$ cat src/logic/lmp_pkg.sv
/*
  Shared constants and types of the logical to physical sector mapper.
  Assumes a single clock domain; every user writes lmp_pkg::name.
*/
package lmp_pkg;
  // ==========================================================
  // Default logical geometry, used until the host sets its own
  localparam int DEF_CYLS = 16383;
  localparam int DEF_HEADS = 16;
  localparam int DEF_SPT = 63;
  localparam int FIRST_SECTOR = 1;
  // ==========================================================
  // Physical track layout and spare provisioning
  localparam int PHYS_SECTORS = 408;
  localparam int DATA_SECTORS = 406;
  localparam int RESERVE_SLOTS = 2;
  localparam int SLIP_POOL = 255;
  localparam int SLIP_POOL_CYLS = 60;
  localparam int SPARE_CYLS = 4;
  localparam int ALT_THRESHOLD = 3;
  // ==========================================================
  // Identification data words carrying the addressable geometry
  localparam logic [7:0] ID_WORD_CYLS = 8'h36;
  localparam logic [7:0] ID_WORD_HEADS = 8'h37;
  localparam logic [7:0] ID_WORD_SPT = 8'h38;
  // ==========================================================
  // Defect table entry kinds
  localparam logic KIND_SLIP = 1'b0;
  localparam logic KIND_ALT = 1'b1;
  localparam int POS_W = 32;
  localparam int ENTRY_W = POS_W + 1;

  typedef enum logic [2:0] {
    S_IDLE = 3'b000,
    S_SLIP = 3'b001,
    S_ALT  = 3'b010,
    S_OUT  = 3'b011,
    S_RWR  = 3'b100,
    S_RRD  = 3'b101,
    S_ADD  = 3'b110
  } lmp_state_t;
endpackage

$ cat src/logic/lmp_defect_mem.sv
/*
  Small defect table memory: one write port, one read port, registered read.
  Assumes the owner keeps addresses in range and ignores data it did not ask for.
*/
`timescale 1ns/100ps
module lmp_defect_mem #(
  parameter int WIDTH = 33,
  parameter int DEPTH = 64
) (
  input wire logic clk,
  input wire logic rst,
  input wire logic wr_en,
  input wire logic [$clog2(DEPTH)-1:0] wr_addr,
  input wire logic [WIDTH-1:0] wr_data,
  input wire logic [$clog2(DEPTH)-1:0] rd_addr,
  output logic [WIDTH-1:0] rd_data
);
  // ==========================================================
  // Storage
  logic [WIDTH-1:0] mem_reg [DEPTH];

  // Array has no reset; the owner's entry count says what is valid
  always_ff @(posedge clk) begin
    if (wr_en) begin
      mem_reg[wr_addr] <= wr_data;
    end
  end

  // Read data always comes from a register
  always_ff @(posedge clk or posedge rst) begin
    if (rst) begin
      rd_data <= '0;
    end else begin
      rd_data <= mem_reg[rd_addr];
    end
  end
endmodule

$ cat src/logic/lmp_mapper.sv
/*
  Logical to physical sector mapper: CHS or LBA address in, physical
  cylinder, head and sector out, with slip and alternate-cylinder remap.
  Assumes requests, geometry writes and error reports come from logic on clk.
*/
// Notes on behaviour
// - Every medium access is translated to physical cylinder, head, sector first.
// - Current mode uses the heads and sectors per track last set by host.
// - Without a host setting, geometry is 16383 cylinders, 16 heads, 63 sectors.
// - Geometry is reported in identification words 54 to 56.
// - CHS address zero maps to cylinder 0, head 0, sector 1.
// - After a head's last sector comes the next head's first sector.
// - LBA starts at 0/0/1 and rolls to the next track after last data sector.
// - Sectors 1 to 406 carry blocks; the two slots after are reserve spares.
// - Slip spare pool is 255 sectors per 60 cylinders; code keeps one drive-wide cap of 255 slips per started 60 cylinders.
// - Four spare cylinders are reserved for reassignment.
// - A slipped defect is skipped; it and later addresses move one slot on.
// - Tracks with three or more defects, and auto picks, go to alternates.
// - Reassigned sector goes to its alternate; later sectors return home.
// - The alternate cylinders lie on the inner side of the recording area.
// - Formatting clears the defect layout and restores default geometry.
// - Read recovered only with stronger correction triggers reassignment checks.
// - Recovered sector is rewritten and reread; reassign only if reread fails.
// - An unrecovered write error reassigns the sector to an alternate.
`timescale 1ns/100ps
module lmp_mapper #(
  parameter int PHYS_CYLS = 1024,
  parameter int PHYS_HEADS = 4,
  parameter int DEPTH = 64
) (
  input wire logic clk,
  input wire logic rst,
  input wire logic geo_set,
  input wire logic [4:0] geo_heads,
  input wire logic [7:0] geo_spt,
  output logic geo_default,
  input wire logic [7:0] id_word_sel,
  output logic [15:0] id_word_data,
  input wire logic req_valid,
  output logic req_ready,
  input wire logic req_lba_mode,
  input wire logic [15:0] req_cyl,
  input wire logic [3:0] req_head,
  input wire logic [7:0] req_sector,
  input wire logic [27:0] req_lba,
  output logic map_valid,
  output logic map_error,
  output logic map_alternate,
  output logic [15:0] disk_cylinder_index,
  output logic [7:0] track_head_index,
  output logic [8:0] track_sector_index,
  input wire logic fmt_start,
  input wire logic fmt_add_valid,
  output logic fmt_add_ready,
  input wire logic [31:0] fmt_add_pos,
  input wire logic [7:0] fmt_track_defects,
  input wire logic err_valid,
  output logic err_ready,
  input wire logic err_read_recovered,
  output logic rewrite_req,
  input wire logic rewrite_done,
  output logic reread_req,
  input wire logic reread_done,
  input wire logic reread_ok,
  output logic reassign_done,
  output logic table_full
);
  // ==========================================================
  // Derived layout
  localparam int AW = $clog2(DEPTH);
  localparam int IW = $clog2(DEPTH + 1);
  localparam int ALT_BASE = PHYS_CYLS - lmp_pkg::SPARE_CYLS;
  localparam int USER_TRACKS = ALT_BASE * PHYS_HEADS;
  localparam int ALT_CYL_SLOTS = PHYS_HEADS * lmp_pkg::PHYS_SECTORS;
  localparam int ALT_CAP = lmp_pkg::SPARE_CYLS * ALT_CYL_SLOTS;
  localparam int SLIP_LIMIT = lmp_pkg::SLIP_POOL *
    ((PHYS_CYLS + lmp_pkg::SLIP_POOL_CYLS - 1) / lmp_pkg::SLIP_POOL_CYLS);

  lmp_pkg::lmp_state_t state_reg, state_next;
  logic [4:0] heads_reg;
  logic [7:0] spt_reg;
  logic [31:0] pos_reg, last_pos_reg;
  logic rng_reg, hit_reg, pend_reg, last_ok_reg;
  logic [IW-1:0] scan_reg, ent_cnt_reg, slip_cnt_reg, alt_cnt_reg, ord_cnt_reg, ord_reg;
  logic [lmp_pkg::ENTRY_W-1:0] rd_entry;

  // ==========================================================
  // Acceptance decode; formatting outranks errors, errors outrank maps
  wire idle = (state_reg == lmp_pkg::S_IDLE);
  wire fmt_go = idle & fmt_start;
  wire add_go = idle & ~fmt_start & fmt_add_valid;
  wire err_go = idle & ~fmt_start & ~fmt_add_valid & err_valid;
  wire req_go = idle & ~fmt_start & ~fmt_add_valid & ~err_valid & req_valid;
  wire geo_go = idle & geo_set & (geo_heads != 5'h00) & (geo_spt != 8'h00);
  assign fmt_add_ready = idle & ~fmt_start;
  assign err_ready = fmt_add_ready & ~fmt_add_valid;
  assign req_ready = err_ready & ~err_valid;
  assign rewrite_req = (state_reg == lmp_pkg::S_RWR);
  assign reread_req = (state_reg == lmp_pkg::S_RRD);

  // linear sector index
  // Computed at acceptance so geometry updates never mix into one request
  wire [31:0] chs_lin = (32'(req_cyl) * 32'(heads_reg) + 32'(req_head)) * 32'(spt_reg)
                        + 32'(req_sector) - 32'(lmp_pkg::FIRST_SECTOR);
  wire [31:0] req_lin = req_lba_mode ? 32'(req_lba) : chs_lin;
  wire req_bad = ~req_lba_mode & ((5'(req_head) >= heads_reg) | (req_sector == 8'h00)
                 | (req_sector > spt_reg));

  // ==========================================================
  // Defect table scan decode
  wire rd_kind = rd_entry[lmp_pkg::ENTRY_W-1];
  wire [31:0] rd_pos = rd_entry[lmp_pkg::POS_W-1:0];
  wire scan_more = (scan_reg < ent_cnt_reg);
  wire scan_done = ~pend_reg & ~scan_more;
  // slip shifts the address
  // Entries are stored in the order written; ascending writes let each bump see earlier bumps
  wire slip_bump = (state_reg == lmp_pkg::S_SLIP) & pend_reg & (rd_kind == lmp_pkg::KIND_SLIP)
                   & (rd_pos <= pos_reg);
  wire alt_seen = (state_reg == lmp_pkg::S_ALT) & pend_reg & (rd_kind == lmp_pkg::KIND_ALT);
  wire alt_match = alt_seen & (rd_pos == pos_reg) & ~hit_reg;

  // ==========================================================
  // Physical position from the remapped index
  // 406 data slots per track
  // next track after the last data slot
  wire [31:0] trk = pos_reg / 32'(lmp_pkg::DATA_SECTORS);
  wire [31:0] slot = 32'(ord_reg);
  wire [31:0] out_cyl = hit_reg ? 32'(ALT_BASE) + slot / 32'(ALT_CYL_SLOTS) : trk / 32'(PHYS_HEADS);
  wire [31:0] out_head = hit_reg ? (slot / 32'(lmp_pkg::PHYS_SECTORS)) % 32'(PHYS_HEADS)
                                 : trk % 32'(PHYS_HEADS);
  wire [31:0] out_sec = 32'(lmp_pkg::FIRST_SECTOR) + (hit_reg ? slot % 32'(lmp_pkg::PHYS_SECTORS)
                                                              : pos_reg % 32'(lmp_pkg::DATA_SECTORS));
  wire out_err = rng_reg | (~hit_reg & (trk >= 32'(USER_TRACKS)));

  // ==========================================================
  // Table writes; kind and room decided here
  // three defects go to alternates
  wire fmt_kind = ((fmt_track_defects >= 8'(lmp_pkg::ALT_THRESHOLD))
                   | (32'(slip_cnt_reg) >= 32'(SLIP_LIMIT))) ? lmp_pkg::KIND_ALT : lmp_pkg::KIND_SLIP;
  wire alt_room = (ent_cnt_reg < IW'(DEPTH)) & (32'(alt_cnt_reg) < 32'(ALT_CAP));
  wire slip_room = (ent_cnt_reg < IW'(DEPTH));
  wire add_room = (fmt_kind == lmp_pkg::KIND_ALT) ? alt_room : slip_room;
  wire auto_add = (state_reg == lmp_pkg::S_ADD);
  wire wr_en = (add_go & add_room) | (auto_add & alt_room);
  wire wr_alt = auto_add | (fmt_kind == lmp_pkg::KIND_ALT);
  wire [lmp_pkg::ENTRY_W-1:0] wr_data = auto_add ? {lmp_pkg::KIND_ALT, last_pos_reg}
                                                 : {fmt_kind, fmt_add_pos};
  wire drop = (add_go & ~add_room) | (auto_add & ~alt_room);

  lmp_defect_mem #(.WIDTH(lmp_pkg::ENTRY_W), .DEPTH(DEPTH)) u_mem (
    .clk(clk),
    .rst(rst),
    .wr_en(wr_en),
    .wr_addr(ent_cnt_reg[AW-1:0]),
    .wr_data(wr_data),
    .rd_addr(scan_reg[AW-1:0]),
    .rd_data(rd_entry)
  );

  // ==========================================================
  // Sequencer
  always_comb begin
    state_next = state_reg;
    case (state_reg)
      lmp_pkg::S_IDLE: begin
        if (req_go) begin
          state_next = lmp_pkg::S_SLIP;
        end else if (err_go & last_ok_reg & err_read_recovered) begin
          state_next = lmp_pkg::S_RWR;
        end else if (err_go & last_ok_reg) begin
          state_next = lmp_pkg::S_ADD;
        end
      end
      lmp_pkg::S_SLIP: if (scan_done) begin
        state_next = lmp_pkg::S_ALT;
      end
      lmp_pkg::S_ALT: if (scan_done) begin
        state_next = lmp_pkg::S_OUT;
      end
      lmp_pkg::S_RWR: if (rewrite_done) begin
        state_next = lmp_pkg::S_RRD;
      end
      lmp_pkg::S_RRD: if (reread_done) begin
        state_next = reread_ok ? lmp_pkg::S_IDLE : lmp_pkg::S_ADD;
      end
      default: state_next = lmp_pkg::S_IDLE;
    endcase
  end

  always_ff @(posedge clk or posedge rst) begin
    if (rst) begin
      state_reg <= lmp_pkg::S_IDLE;
    end else begin
      state_reg <= state_next;
    end
  end

  // Scan pointer; read data lags the pointer by one cycle
  always_ff @(posedge clk or posedge rst) begin
    if (rst) begin
      scan_reg <= '0;
      pend_reg <= 1'b0;
    end else if ((state_reg == lmp_pkg::S_SLIP || state_reg == lmp_pkg::S_ALT) && !scan_done) begin
      scan_reg <= scan_more ? scan_reg + IW'(1) : scan_reg;
      pend_reg <= scan_more;
    end else begin
      scan_reg <= '0;
      pend_reg <= 1'b0;
    end
  end

  // Working address and alternate hit for the request in flight
  always_ff @(posedge clk or posedge rst) begin
    if (rst) begin
      pos_reg <= '0;
      rng_reg <= 1'b0;
      hit_reg <= 1'b0;
      ord_reg <= '0;
      ord_cnt_reg <= '0;
    end else if (req_go) begin
      pos_reg <= req_lin;
      rng_reg <= req_bad;
      hit_reg <= 1'b0;
      ord_cnt_reg <= '0;
    end else begin
      pos_reg <= slip_bump ? pos_reg + 32'd1 : pos_reg;
      hit_reg <= hit_reg | alt_match;
      ord_reg <= alt_match ? ord_cnt_reg : ord_reg;
      ord_cnt_reg <= alt_seen ? ord_cnt_reg + IW'(1) : ord_cnt_reg;
    end
  end

  always_ff @(posedge clk or posedge rst) begin
    if (rst) begin
      heads_reg <= 5'(lmp_pkg::DEF_HEADS);
      spt_reg <= 8'(lmp_pkg::DEF_SPT);
      geo_default <= 1'b1;
    end else if (fmt_go) begin
      heads_reg <= 5'(lmp_pkg::DEF_HEADS);
      spt_reg <= 8'(lmp_pkg::DEF_SPT);
      geo_default <= 1'b1;
    end else if (geo_go) begin
      heads_reg <= geo_heads;
      spt_reg <= geo_spt;
      geo_default <= 1'b0;
    end
  end

  // alternate entries counted apart from slips
  always_ff @(posedge clk or posedge rst) begin
    if (rst) begin
      ent_cnt_reg <= '0;
      slip_cnt_reg <= '0;
      alt_cnt_reg <= '0;
      table_full <= 1'b0;
    end else if (fmt_go) begin
      ent_cnt_reg <= '0;
      slip_cnt_reg <= '0;
      alt_cnt_reg <= '0;
      table_full <= 1'b0;
    end else begin
      ent_cnt_reg <= wr_en ? ent_cnt_reg + IW'(1) : ent_cnt_reg;
      slip_cnt_reg <= (wr_en & ~wr_alt) ? slip_cnt_reg + IW'(1) : slip_cnt_reg;
      alt_cnt_reg <= (wr_en & wr_alt) ? alt_cnt_reg + IW'(1) : alt_cnt_reg;
      table_full <= table_full | drop;
    end
  end

  // Result registers; the last mapping is the reassign source, only when it was a clean home mapping
  always_ff @(posedge clk or posedge rst) begin
    if (rst) begin
      map_valid <= 1'b0;
      map_error <= 1'b0;
      map_alternate <= 1'b0;
      disk_cylinder_index <= '0;
      track_head_index <= '0;
      track_sector_index <= '0;
      last_pos_reg <= '0;
      last_ok_reg <= 1'b0;
      reassign_done <= 1'b0;
    end else begin
      map_valid <= (state_reg == lmp_pkg::S_OUT);
      reassign_done <= auto_add & alt_room;
      if (state_reg == lmp_pkg::S_OUT) begin
        map_error <= out_err;
        map_alternate <= hit_reg;
        disk_cylinder_index <= out_cyl[15:0];
        track_head_index <= out_head[7:0];
        track_sector_index <= out_sec[8:0];
        last_pos_reg <= pos_reg;
        last_ok_reg <= ~out_err & ~hit_reg;
      end else if (auto_add | fmt_go) begin
        last_ok_reg <= 1'b0;
      end
    end
  end

  // identification words 54 to 56
  // The device never learns the host's cylinder count, so word 54 stays default
  always_ff @(posedge clk or posedge rst) begin
    if (rst) begin
      id_word_data <= '0;
    end else begin
      case (id_word_sel)
        lmp_pkg::ID_WORD_CYLS: id_word_data <= 16'(lmp_pkg::DEF_CYLS);
        lmp_pkg::ID_WORD_HEADS: id_word_data <= 16'(heads_reg);
        lmp_pkg::ID_WORD_SPT: id_word_data <= 16'(spt_reg);
        default: id_word_data <= 16'h0000;
      endcase
    end
  end
endmodule

$ cat config.mk
export PLATFORM = sky130hd
export DESIGN_NAME = lmp_mapper
export DESIGN_NICKNAME = d
export VERILOG_FILES = /design/src/logic/lmp_pkg.sv /design/src/logic/lmp_defect_mem.sv /design/src/logic/lmp_mapper.sv
export SDC_FILE = /design/constraint.sdc
export NUM_CORES = 2
export LEC_CHECK = 0
export CORE_ASPECT_RATIO = 0.9
export CORE_UTILIZATION = 40
export DETAILED_ROUTE_END_ITERATION = 8
export DONT_BUFFER_PORTS = 1
export PLACE_DENSITY = 0.54
export SYNTH_ARGS = -nofsm -noshare
export SYNTH_HDL_FRONTEND = slang
export SYNTH_HIERARCHICAL = 1
export SYNTH_SLANG_ARGS = --single-unit
$ cat constraint.sdc
create_clock -name clk -period 64.1 [get_ports clk]
set_input_delay 9.615 -clock clk [delete_from_list [all_inputs] [get_ports clk]]
set_output_delay 9.615 -clock clk [all_outputs]
set_load 0.01 [all_outputs]
==> impl_metrics.csv <==
group,metric,value,unit
worst_setup_path,cp.arrival,26260,ps
synth,synth_seq_area_share,62.42,%
detailed_routing,drc,0,
die,coreArea,270600,um^2
clock_tree,ctsHoldBuffers,0,
detailed_routing,via_per_inst,5.931,
die,rows,181,
final_layout,layout-drive-gt1-share,19.06,%
final_layout,final_cells,10770,
run,maxCapViolations,0,
clock_tree,clk_pin_slew,60,ps
status,outcome,"finished clean",
sta,maxSlewViolCount,0,
synth,yosysTopAreaCell,"edfxtp_1",
synth,ys_ff_latch,2299,
synth,synth.top_cell.area_share,58.13,%
clock_tree,insertion_delay,950,ps
synth,syn-cell-area,109100,um^2
synth,synth_warnings,6,
min_path,min_from,"last_pos_reg[19]",
detailed_routing,route.met2.wl,142.0,mm
worst_setup_path,worst_setup_path_end_kind,"register",
final_layout,final_core_util,44.76,%
global_routing,grt_pass1_vias,63620,
sta,tns,0,ps
die,die_h,497.5,um
die,initial_core_util,40.32,%
synth,synth_edf_count,2112,
global_routing,grt_usage,22.28,%
detailed_routing,wirelength,311.1,mm
place,gp_congestion,0.8601,
clock_tree,tritoncts,"done",
die,io_pins,189,
detailed_routing,ant_nets,0,
clock_tree,ctsResizeCount,0,
synth,async_reset_ff_share,8.134,%
worst_setup_path,critPathSlowestCell,"a211oi_2",
sta,fin_skew,152.7,ps
min_path,hp-class,"reg2reg",
global_routing,antenna_found_initial,51,
place,place_inst,10330,
die,die_width,552.5,um
sta,fmax,39.08,MHz
clock_tree,cts_setup_buffers,0,
synth,syn_area_per_cell,15.71,um^2
detailed_routing,dr.pass1.iters,6,
worst_setup_path,reg2reg_setup_slack,38510,ps
global_routing,grt-ovfl-total,0,
worst_setup_path,r2r_end,"track_sector_index[8]",
detailed_routing,drt_iter0_drc,6728,
final_layout,fillers,23540,
worst_setup_path,crit_path_max_incr_delay,830,ps
detailed_routing,top_layer,"met5",
sta,post-route-min-period,25590,ps
synth,synthTopCellsByArea,"edfxtp_1, mux4_2, dfrtp_1, fa_1, ha_1",
sta,post-route-period-util,39.92,%
detailed_routing,vias,63890,
final_layout,largest_reg_flops,2112,
clock_tree,cts_root_buffer,"clkbuf_16",
worst_setup_path,crit_fanout,18,
clock_tree,clk_path_buf_depth,4,
place,hpwl,193.0,mm
synth,synth_top_cells_by_count,"edfxtp_1, mux4_2, nand2_1",
sta,finalHoldViolCount,0,
detailed_routing,avgRoutedWirePerCell,28.88,um
synth,yosysMostFrequentCell,"edfxtp_1",
sta,rsz0062_at_grt,"no",
synth,yosysUniqueCellTypes,148,
min_path,whs_endpoint,"last_pos_reg[19]",
clock_tree,htreeDepth,4,
final_layout,area_growth_syn_to_layout,11.01,%
global_routing,grt_max_degree,102,
min_path,hold_path_depth,2,
die,die_area,274900,um^2
worst_setup_path,ff2ff_path_depth,77,
clock_tree,numCtsBuffers,240,
global_routing,grt_first_pass_wirelength,447.3,mm
worst_setup_path,r2r-start,"pos_reg[24]",
detailed_routing,met1_length,133.0,mm
worst_setup_path,worstSetupPathType,"reg2reg",
worst_setup_path,critPathLaunchType,"register",
synth,ys.flop_type,"edfxtp_1",
sta,slew_headroom,8.187,%
final_layout,final_nets,7506,
synth,postSynthCellCount,6946,
worst_setup_path,worstPathRequired,64770,ps
clock_tree,clkSinkCount,2299,
sta,finalSetupViolations,0,
detailed_routing,dr_wl_met3,25.83,mm
sta,worst_slew_pin_slew,1363,ps
place,portBuffers,0,
[critical path: cells and delay by family (launching register included)]
kind,cells,cell delay [ps]
muxes,10,4150
adders and majority gates,1,180
xor gates and xnor gates,3,450
AOI/OAI and AO/OA,39,13500
buffers and inverters,1,80
and+or+nand+nor,23,6330
DFF,1,670
[stage by stage]
stage,hold WS [ps],area [um^2],worst slack [ps]
final,474.5,121100,38510
after global routing,508.6,121100,36400
after CTS,480.2,121100,38980
after detailed placement,467.2,113700,39030
after global placement,458.3,113700,39460
after floorplan,426.4,109100,43500
[how the worst max path moves through the flow]
stage / startpoint / to / cells past startpoint
detailed placement: pos_reg[25] / track_sector_index[8] / 77
global placement: pos_reg[25] / track_sector_index[8] / 77
floorplan: pos_reg[24] / track_sector_index[6] / 85
global route: pos_reg[25] / track_sector_index[8] / 77
CTS: pos_reg[25] / track_sector_index[8] / 77
finish: pos_reg[24] / track_sector_index[8] / 77
[layer usage]
| layer | GRT usage, % | vias up |
|---|---|---|
| met5 | 0 | - |
| met4 | 6.979 | 22 |
| met3 | 5.299 | 440 |
| met2 | 34.63 | 2293 |
| met1 | 30.93 | 33620 |
| li1 | - | 27520 |
[placed cells by master (no fill, tap or decap), types with 113 or more instances in the layout]
master,n
a21oi_1,246
mux2i_1,118
o21ai_0,185
nor2_1,194
dfrtp_1,175
mux2_2,113
clkbuf_16,241
mux4_2,498
inv_1,290
and2_1,122
ha_1,200
edfxtp_1,2112
fa_1,177
buf_4,168
nand2_1,463
[kinds of logic after synthesis]
kind of cell               after synthesis  synth area share, %
AOI/OAI and AO/OA                     1279                8.733
xor gates and xnor gates               159                1.366
DFF                                   2299                62.42
adders and majority gates              390                5.665
buffers and inverters                  674                2.730
and+or+nand+nor                       1402                6.395
other                                    1             0.003437
muxes                                  742                12.68
[cell type report]
class | count | area (um^2) | share of cell area, %
multi-input cells | 3980 | 38590 | 31.86
clock buffers | 294 | 6280 | 5.185
well taps | 3568 | 4464 | 3.686
flip-flops and latches | 2299 | 68130 | 56.25
repair buffers | 173 | 1361 | 1.124
diodes | 16 | 40.04 | 0.03306
clock inverters | 137 | 1101 | 0.9091
inverters | 306 | 1156 | 0.9545
Power is not shown: default switching activity piles up to over one toggle a cycle in this logic, so the estimate is an artifact.
